==> src/logic/pdmc_pkg.sv <==
package pdmc_pkg;
  localparam int          PDMC_AXI_AW       = 16;
  localparam logic [15:0] PDMC_SYSCTL_ADDR  = 16'hffc4;
  localparam logic [15:0] PDMC_STATUS_ADDR  = 16'hffc8;
  localparam logic [7:0]  PDMC_SYSCTL_RESET = 8'h09;
  localparam int          PDMC_STANDBY_SELECT_BIT_BIT     = 7;
  localparam int          PDMC_STS_MSB      = 6;
  localparam int          PDMC_STS_LSB      = 4;
  localparam int          PDMC_FIXED_BIT    = 3;
  localparam int          PDMC_LOW_MSB      = 2;
  localparam int          PDMC_BASE_STATES  = 8192;
  localparam int          PDMC_CNT_W        = 18;
  localparam int          PDMC_PIN_W        = 6;
  localparam logic [5:0]  PDMC_PIN_IDLE     = 6'h3f;
  localparam logic [1:0]  PDMC_RESP_OKAY    = 2'h0;
  localparam logic [1:0]  PDMC_RESP_DECERR  = 2'h3;

  typedef enum logic [5:0] {
    PDMC_RUN    = 6'h01,
    PDMC_SLEEP  = 6'h02,
    PDMC_SWSTBY = 6'h04,
    PDMC_SETTLE = 6'h08,
    PDMC_HWSTBY = 6'h10,
    PDMC_CLEAR  = 6'h20
  } pdmc_state_t;

  // Codes with the top bit set all give the longest wait
  function automatic logic [PDMC_CNT_W-1:0] pdmc_settle_cycles(input logic [2:0] sel,
                                                                input int         base);
    logic [PDMC_CNT_W-1:0] b;
    b = PDMC_CNT_W'(base);
    if (sel[2])
    begin
      return b << 4;
    end
    return b << sel[1:0];
  endfunction : pdmc_settle_cycles
endpackage : pdmc_pkg

==> src/logic/pdmc_pin_sync.sv <==
`timescale 1ns/1ps
module pdmc_pin_sync
  import pdmc_pkg::*;
#(
  parameter int              W    = PDMC_PIN_W,
  parameter logic [W-1:0]    INIT = PDMC_PIN_IDLE
)
(
  input  wire logic         clk_i,
  input  wire logic         rst_n_i,
  input  wire logic [W-1:0] pin_i,
  output logic      [W-1:0] sync_o
);
  logic [W-1:0] meta;

  // First stage feeds only the second stage
  always_ff @(posedge clk_i)
  begin
    if (!rst_n_i)
    begin
      meta   <= INIT;
      sync_o <= INIT;
    end
    else
    begin
      meta   <= pin_i;
      sync_o <= meta;
    end
  end
endmodule : pdmc_pin_sync

==> src/logic/pdmc_settle_counter.sv <==
`timescale 1ns/1ps
module pdmc_settle_counter
  import pdmc_pkg::*;
#(
  parameter int BASE_STATES = PDMC_BASE_STATES
)
(
  input  wire logic       clk_i,
  input  wire logic       rst_n_i,
  input  wire logic       start_i,
  input  wire logic       abort_i,
  input  wire logic [2:0] sel_i,
  output logic            busy_o,
  output logic            done_o
);
  logic [PDMC_CNT_W-1:0] cnt;
  logic [PDMC_CNT_W-1:0] last;

  // One count per state, first state included
  assign done_o = busy_o && (cnt == last);

  always_ff @(posedge clk_i)
  begin
    if (!rst_n_i || abort_i)
    begin
      busy_o <= 1'b0;
      cnt    <= '0;
      last   <= '0;
    end
    else if (start_i)
    begin
      busy_o <= 1'b1;
      cnt    <= '0;
      last   <= pdmc_settle_cycles(sel_i, BASE_STATES) - PDMC_CNT_W'(1);
    end
    else if (done_o)
    begin
      busy_o <= 1'b0;
    end
    else if (busy_o)
    begin
      cnt <= cnt + PDMC_CNT_W'(1);
    end
  end
endmodule : pdmc_settle_counter

==> src/logic/pdmc_top.sv <==
// Local design decision: the AXI4-Lite slave port.
`timescale 1ns/1ps
module pdmc_top
  import pdmc_pkg::*;
#(
  parameter int BASE_STATES = PDMC_BASE_STATES
)
(
  input  wire logic                   CLK_I,
  input  wire logic                   RST_N_I,
  input  wire logic [PDMC_AXI_AW-1:0] S_AXI_AWADDR_I,
  input  wire logic                   S_AXI_AWVALID_I,
  output logic                        S_AXI_AWREADY_O,
  input  wire logic [31:0]            S_AXI_WDATA_I,
  input  wire logic [3:0]             S_AXI_WSTRB_I,
  input  wire logic                   S_AXI_WVALID_I,
  output logic                        S_AXI_WREADY_O,
  output logic [1:0]                  S_AXI_BRESP_O,
  output logic                        S_AXI_BVALID_O,
  input  wire logic                   S_AXI_BREADY_I,
  input  wire logic [PDMC_AXI_AW-1:0] S_AXI_ARADDR_I,
  input  wire logic                   S_AXI_ARVALID_I,
  output logic                        S_AXI_ARREADY_O,
  output logic [31:0]                 S_AXI_RDATA_O,
  output logic [1:0]                  S_AXI_RRESP_O,
  output logic                        S_AXI_RVALID_O,
  input  wire logic                   S_AXI_RREADY_I,
  input  wire logic                   HALT_EXEC_I,
  input  wire logic                   INT_MASK_I,
  input  wire logic                   MOD_IRQ_I,
  input  wire logic                   NMI_N_I,
  input  wire logic [2:0]             EXT_INT_LINES_N_I,
  input  wire logic                   HW_STANDBY_PIN_N_I,
  input  wire logic                   CHIP_CLEAR_N_I,
  output logic                        CPU_CLK_EN_O,
  output logic                        MOD_CLK_EN_O,
  output logic                        OSC_EN_O,
  output logic                        MOD_INIT_O,
  output logic                        CPU_REG_CLEAR_O,
  output logic                        PORT_HIZ_O,
  output logic                        RESET_SEQ_O,
  output logic                        IRQ_SEQ_O
);
  pdmc_state_t      state;
  pdmc_state_t      next_state;
  logic [5:0]       pins_s;
  logic             nmi_n_s;
  logic [2:0]       ext_n_s;
  logic             hw_n_s;
  logic             clr_n_s;
  logic             standby_select;
  logic [2:0]       settling_time_select;
  logic [2:0]       low_bits;
  logic             mask_at_halt;
  logic             settle_busy;
  logic             settle_done;
  logic [7:0]       sysctl_rd;
  logic             aw_held;
  logic             w_held;
  logic [15:0]      aw_addr;
  logic [31:0]      w_data;
  logic [3:0]       w_strb;
  logic             do_write;
  logic             wr_mapped;
  logic             wr_sysctl;
  logic             rd_take;
  logic             rd_sysctl;
  logic             rd_status;
  logic             irq_any;
  logic             wake_sleep;
  logic             wake_ext;
  logic             settle_start;

  // Pins from the board pass two flops; CPU-side strobes share the clock
  pdmc_pin_sync #(
    .W    (PDMC_PIN_W),
    .INIT (PDMC_PIN_IDLE)
  ) u_sync (
    .clk_i   (CLK_I),
    .rst_n_i (RST_N_I),
    .pin_i   ({NMI_N_I, EXT_INT_LINES_N_I, HW_STANDBY_PIN_N_I, CHIP_CLEAR_N_I}),
    .sync_o  (pins_s)
  );

  assign nmi_n_s = pins_s[5];
  assign ext_n_s = pins_s[4:2];
  assign hw_n_s  = pins_s[1];
  assign clr_n_s = pins_s[0];

  // Register bus slave
  assign S_AXI_AWREADY_O = !aw_held && !S_AXI_BVALID_O;
  assign S_AXI_WREADY_O  = !w_held && !S_AXI_BVALID_O;
  assign S_AXI_ARREADY_O = !S_AXI_RVALID_O;
  assign do_write  = aw_held && w_held && !S_AXI_BVALID_O;
  assign wr_mapped = (aw_addr == PDMC_SYSCTL_ADDR) || (aw_addr == PDMC_STATUS_ADDR);
  assign wr_sysctl = do_write && (aw_addr == PDMC_SYSCTL_ADDR) && w_strb[0];
  assign rd_take   = S_AXI_ARVALID_I && S_AXI_ARREADY_O;
  assign rd_sysctl = S_AXI_ARADDR_I == PDMC_SYSCTL_ADDR;
  assign rd_status = S_AXI_ARADDR_I == PDMC_STATUS_ADDR;
  assign sysctl_rd = {standby_select, settling_time_select, 1'b1, low_bits};

  always_ff @(posedge CLK_I)
  begin
    if (!RST_N_I)
    begin
      aw_held <= 1'b0;
      w_held  <= 1'b0;
      aw_addr <= '0;
      w_data  <= '0;
      w_strb  <= '0;
    end
    else
    begin
      if (S_AXI_AWVALID_I && S_AXI_AWREADY_O)
      begin
        aw_held <= 1'b1;
        aw_addr <= S_AXI_AWADDR_I;
      end
      else if (do_write)
      begin
        aw_held <= 1'b0;
      end
      if (S_AXI_WVALID_I && S_AXI_WREADY_O)
      begin
        w_held <= 1'b1;
        w_data <= S_AXI_WDATA_I;
        w_strb <= S_AXI_WSTRB_I;
      end
      else if (do_write)
      begin
        w_held <= 1'b0;
      end
    end
  end

  always_ff @(posedge CLK_I)
  begin
    if (!RST_N_I)
    begin
      S_AXI_BVALID_O <= 1'b0;
      S_AXI_BRESP_O  <= PDMC_RESP_OKAY;
      S_AXI_RVALID_O <= 1'b0;
      S_AXI_RRESP_O  <= PDMC_RESP_OKAY;
      S_AXI_RDATA_O  <= '0;
    end
    else
    begin
      if (do_write)
      begin
        S_AXI_BVALID_O <= 1'b1;
        S_AXI_BRESP_O  <= wr_mapped ? PDMC_RESP_OKAY : PDMC_RESP_DECERR;
      end
      else if (S_AXI_BREADY_I)
      begin
        S_AXI_BVALID_O <= 1'b0;
      end
      if (rd_take)
      begin
        S_AXI_RVALID_O <= 1'b1;
        S_AXI_RRESP_O  <= (rd_sysctl || rd_status) ? PDMC_RESP_OKAY : PDMC_RESP_DECERR;
        S_AXI_RDATA_O  <= rd_sysctl ? {24'h0, sysctl_rd} :
                          rd_status ? {25'h0, settle_busy, state} : 32'h0;
      end
      else if (S_AXI_RREADY_I)
      begin
        S_AXI_RVALID_O <= 1'b0;
      end
    end
  end

  // Chip clear reloads the whole register, so the select bit drops to 0
  always_ff @(posedge CLK_I)
  begin
    if (!RST_N_I || !clr_n_s)
    begin
      standby_select       <= PDMC_SYSCTL_RESET[PDMC_STANDBY_SELECT_BIT_BIT];
      settling_time_select <= PDMC_SYSCTL_RESET[PDMC_STS_MSB:PDMC_STS_LSB];
      low_bits             <= PDMC_SYSCTL_RESET[PDMC_LOW_MSB:0];
    end
    else if (wr_sysctl)
    begin
      standby_select       <= w_data[PDMC_STANDBY_SELECT_BIT_BIT];
      settling_time_select <= w_data[PDMC_STS_MSB:PDMC_STS_LSB];
      low_bits             <= w_data[PDMC_LOW_MSB:0];
    end
  end

  // Power-down sequencer
  assign irq_any    = MOD_IRQ_I || !(&ext_n_s);
  assign wake_sleep = !nmi_n_s || (irq_any && !mask_at_halt);
  assign wake_ext   = !nmi_n_s || !(&ext_n_s);
  assign settle_start = (state == PDMC_SWSTBY) && (next_state == PDMC_SETTLE);

  always_comb
  begin
    next_state = state;
    if (!hw_n_s)
    begin
      next_state = PDMC_HWSTBY;
    end
    else if (!clr_n_s)
    begin
      next_state = PDMC_CLEAR;
    end
    else
    begin
      case (state)
        PDMC_RUN:
        begin
          if (HALT_EXEC_I)
          begin
            next_state = standby_select ? PDMC_SWSTBY : PDMC_SLEEP;
          end
        end
        PDMC_SLEEP:
        begin
          if (wake_sleep)
          begin
            next_state = PDMC_RUN;
          end
        end
        PDMC_SWSTBY:
        begin
          if (wake_ext)
          begin
            next_state = PDMC_SETTLE;
          end
        end
        PDMC_SETTLE:
        begin
          if (settle_done)
          begin
            next_state = PDMC_RUN;
          end
        end
        PDMC_CLEAR:
        begin
          next_state = PDMC_RUN;
        end
        default:
        begin
          // Standby released with clear high: wait for a clear pulse
          next_state = state;
        end
      endcase
    end
  end

  always_ff @(posedge CLK_I)
  begin
    if (!RST_N_I)
    begin
      state        <= PDMC_RUN;
      mask_at_halt <= 1'b0;
      RESET_SEQ_O  <= 1'b0;
      IRQ_SEQ_O    <= 1'b0;
    end
    else
    begin
      state       <= next_state;
      RESET_SEQ_O <= (state == PDMC_CLEAR) && (next_state == PDMC_RUN);
      IRQ_SEQ_O   <= (state == PDMC_SLEEP || state == PDMC_SETTLE) &&
                     (next_state == PDMC_RUN);
      if (state == PDMC_RUN && HALT_EXEC_I)
      begin
        mask_at_halt <= INT_MASK_I;
      end
    end
  end

  pdmc_settle_counter #(
    .BASE_STATES (BASE_STATES)
  ) u_settle (
    .clk_i   (CLK_I),
    .rst_n_i (RST_N_I),
    .start_i (settle_start),
    .abort_i (state != PDMC_SETTLE && !settle_start),
    .sel_i   (settling_time_select),
    .busy_o  (settle_busy),
    .done_o  (settle_done)
  );

  assign CPU_CLK_EN_O    = state == PDMC_RUN;
  assign MOD_CLK_EN_O    = state == PDMC_RUN || state == PDMC_SLEEP;
  assign OSC_EN_O        = state != PDMC_SWSTBY && state != PDMC_HWSTBY;
  assign MOD_INIT_O      = state == PDMC_SWSTBY || state == PDMC_HWSTBY;
  assign CPU_REG_CLEAR_O = state == PDMC_HWSTBY;
  assign PORT_HIZ_O      = state == PDMC_HWSTBY;

  // Checks
  logic [PDMC_CNT_W-1:0] settle_seen;
  logic [2:0]            settle_sel;

  always_ff @(posedge CLK_I)
  begin
    if (!RST_N_I || state != PDMC_SETTLE)
    begin
      settle_seen <= '0;
    end
    else
    begin
      settle_seen <= settle_seen + PDMC_CNT_W'(1);
    end
  end

  always_ff @(posedge CLK_I)
  begin
    if (!RST_N_I)
    begin
      settle_sel <= '0;
    end
    else if (settle_start)
    begin
      settle_sel <= settling_time_select;
    end
  end
endmodule : pdmc_top

==> config.mk <==
export PLATFORM = sky130hd
export DESIGN_NAME = pdmc_top
export DESIGN_NICKNAME = d
export VERILOG_FILES = /design/src/logic/pdmc_pkg.sv /design/src/logic/pdmc_pin_sync.sv /design/src/logic/pdmc_settle_counter.sv /design/src/logic/pdmc_top.sv
export SDC_FILE = /design/constraint.sdc
export NUM_CORES = 1
export LEC_CHECK = 0
export ABC_AREA = 1
export BUFFER_PORTS_ARGS = -buffer_cell sky130_fd_sc_hd__buf_2
export CAP_MARGIN = 20
export CORE_MARGIN = 2
export CORE_UTILIZATION = 47
export CTS_CLUSTER_DIAMETER = 50
export DETAILED_ROUTE_END_ITERATION = 10
export PLACE_DENSITY = 0.77
export SYNTH_ARGS = -nofsm -noshare
export SYNTH_HDL_FRONTEND = slang
export SYNTH_SLANG_ARGS = --single-unit
==> constraint.sdc <==
create_clock -name CLK_I -period 1.7 [get_ports CLK_I]
set_input_delay 0.34 -clock CLK_I [delete_from_list [all_inputs] [get_ports CLK_I]]
set_output_delay 0.34 -clock CLK_I [all_outputs]
set_load 0.01 [all_outputs]
==> summary.txt <==
Run status
  • Status: finished, violations left
  • Violated checks: negative setup slack

Layout
  • NumNets Final: 858
  • Synth-to-Final Area Change: 37.4%
  • Layout cells sized above 1: 36.6%
  • Design area: 0.00606 mm^2
  • Final non-filler cell total: 888
  • # diodes: 0
  • Finished Core Util: 65.9%

Power and ir drop
  • Max VDD drop: 703 uV
  • Total power draw: 5.63 mW
  • PD cells: 929 mW/mm^2
  • Static Leak: 2.76 nW

Synthesis
  • Synthesized cell area: 0.00441 mm^2
  • Leading area contributor after synthesis: dfxtp_1
  • Top-area cell type share of the netlist area: 41.3%
  • Ys flop type: dfxtp_1
  • Synth top cells by count: 100 x nor2_1, 96 x nand2_1, 91 x dfxtp_1, 75 x inv_1, 44 x o21ai_0
  • Syn Inst Count: 606
  • Count leader, synth: nor2_1
  • Sequential share of the synthesized area: 41.3%
  • Number of distinct library cells after synthesis: 38
  • Ranking of synthesized cells by area: dfxtp_1 41%, nor2_1 8.5%, nand2_1 8.2%
  • Synth Warn #: 0
  • FF+latch count, synth: 91
  • Post-synth EDFFs: 0
  • Synthesized area per cell: 7.28 um^2
  • Async S/R FF share, synth: 0%

Timing
  • Max-slew violations: 0
  • Final Cycle Share: 115%
  • Final Hold Vio Count: 0
  • Fin crit period: 1950 ps
  • FMAX: 0.513 GHz
  • Setup Skew: 10.2 ps
  • Final number of setup-violating endpoints: 34
  • Unrepaired setup endpoints after global routing: true
  • Final worst slack: -251 ps

Placed design
  • I/O Buffers: 80
  • Number of cells after detailed placement: 851
  • Gpl congestion: 0.897
  • Post-DP HPWL: 7890 um
  • Placement Cell Area: 0.00536 mm^2

Global routing
  • Global-route wire length before repair: 18,500 um
  • Total global-route track usage: 22.6%
  • Maximum number of pins on one net before global-route repair: 24
  • GR Overflow Total: 0
  • Initial antenna violation count: 0
  • Vias in the first global route: 4,247

Routing
  • WL final: 11,500 um
  • Via density: 5.01
  • Initial DRC Count: 172
  • Pre-antenna DRT Iters: 5
  • Routed len/inst: 13.0 um
  • Vias: 4,449
  • Remaining routing DRC violations: 0
  • Antenna Nets Post-Route: 0

Setup path
  • Critical Path Start Type: flop
  • WP data arrival: 2230 ps
  • Crit end category: flop
  • Required time of the critical path: 1980 ps
  • CP Max Fanout: 6
  • Kind of critical path: reg -> reg

Clocking
  • Worst-path clk slew: 100 ps
  • Clock Path Buffers: 2
  • Clock latency on the worst-skew pair: 390 ps
  • Hold_buf cts: 0
  • # H-tree levels: 3
  • Total CTS buffers: 9
  • Root Buffer: clkbuf_8
  • CTS tree: built
  • Num Clock Sinks: 91

Floorplan
  • FP Rows: 35
  • Die width: 101 um
  • Die area: 0.0102 mm^2
  • Ports: 133
  • Initial Util: 48.0%
  • CORE AREA: 0.00920 mm^2
  • Die Y: 101 um

Flow run
  • Max-cap violations: 0

Hold path
  • Worst Hold Class: in -> reg
flip-flops by register name (all words and copies together) (netlist names), 3 cells and up:
| signal | cells |
|---|---|
| S_AXI_RDATA_O | 8 |
| aw_addr | 16 |
| low_bits | 3 |
| settling_time_select | 3 |
| state | 6 |
| u_settle.cnt | 18 |
| u_settle.last | 6 |
| u_sync.meta | 6 |
| u_sync.sync_o | 6 |
| w_data | 7 |
final timing paths:
kind / from / endpoint / slack (ps) / cells after the start
worst min register to register: u_sync.meta[3] / u_sync.sync_o[3] / 420 / 1
worst min-delay path: NMI_N_I / u_sync.meta[5] / 130 / 2
worst max-delay path: state[0] / u_settle.last[16] / -250 / 13
worst max register to register: state[0] / u_settle.last[16] / -250 / 13
power by group:
group | switching [mW] | internal [mW]
Combinational | 0.895 | 0.862
Clock | 0.880 | 0.620
Sequential | 0.105 | 2.27
worst max-delay path, cell delays in order (launching register included):
cell and delay (ps):
dfxtp_4 380, nor2_4 150, buf_12 120, nand4_1 150, buf_6 190, nand3_2 80, nand3_2 90, nor2_4 160
nand4_4 150, buf_12 170, nand2_1 50, nand2_1 50, inv_1 60, nor2_1 40
layer usage:
layer  global-route usage (%)  share of wire, %  wire length [um]  vias to the layer above
met5                        0                 0                 0                        -
met1                     24.9                40              4610                     2031
met2                     41.5                52              5990                      138
met4                     7.07               2.6               300                        0
met3                     6.93               5.6               648                       30
li1                         -                 -                 -                     2250
area by class of cell:
type	instances	area, um^2
Clock buffer	10	138
Clock inverter	6	62.6
Fill cell	738	3130
Inverter	76	290
Multi-Input combinational cell	422	2340
Sequential cell	91	1860
Tap cell	111	139
Timing Repair Buffer	172	1230
through the flow:
stage / TNS [ps] / setup slack (ps) / hold WS, ps
finish: -7080 / -251 / 131
global route: -9490 / -331 / 132
floorplan: -168 / -21.1 / 393
detailed placement: -3290 / -161 / 400
global placement: -1570 / -81.8 / 398
CTS: -3060 / -119 / 129
layout by cell type, fill, tap and decap left out, drive strengths merged:
master / synthesis / layout
conb: 1 / 24
a21oi: 30 / 30
o21bai: 1 / 1
o311ai: 1 / 1
o21ai: 44 / 44
nand4: 23 / 23
a22oi: 1 / 1
o221ai: 5 / 5
o21a: 1 / 1
nor3: 7 / 7
or2: 13 / 13
inv: 75 / 80
nor2: 111 / 111
dfxtp: 91 / 91
nand3: 29 / 29
o211ai: 9 / 9
a211oi: 2 / 2
a21boi: 2 / 2
clkinv: 1 / 2
ha: 2 / 2
xor2: 7 / 7
xnor2: 7 / 7
clkbuf: 10 / 11
buf: 30 / 171
nor4: 3 / 3
nand2: 97 / 97
nand3b: 3 / 3
kinds of logic after synthesis:
kind of cell,after synthesis,synth area share (%)
compound gates,96,12.9
buf+inv,116,12.6
flops,91,41.3
xor+xnor,14,2.78
other cells,1,0.0850
simple gates,286,29.8
fa+ha+maj,2,0.567
timing repair:
| item | 4_1_cts | 5_1_grt |
|---|---|---|
| gates resized for setup | 45 | 43 |
| cloned | 0 | 1 |
| endpoints found under the hold margin | 0 | 0 |
| pin swaps | 16 | 26 |
| setup endpoints to repair | 34 | 35 |
| buffers inserted | 14 | 6 |
(Power assumes the default switching activity.)
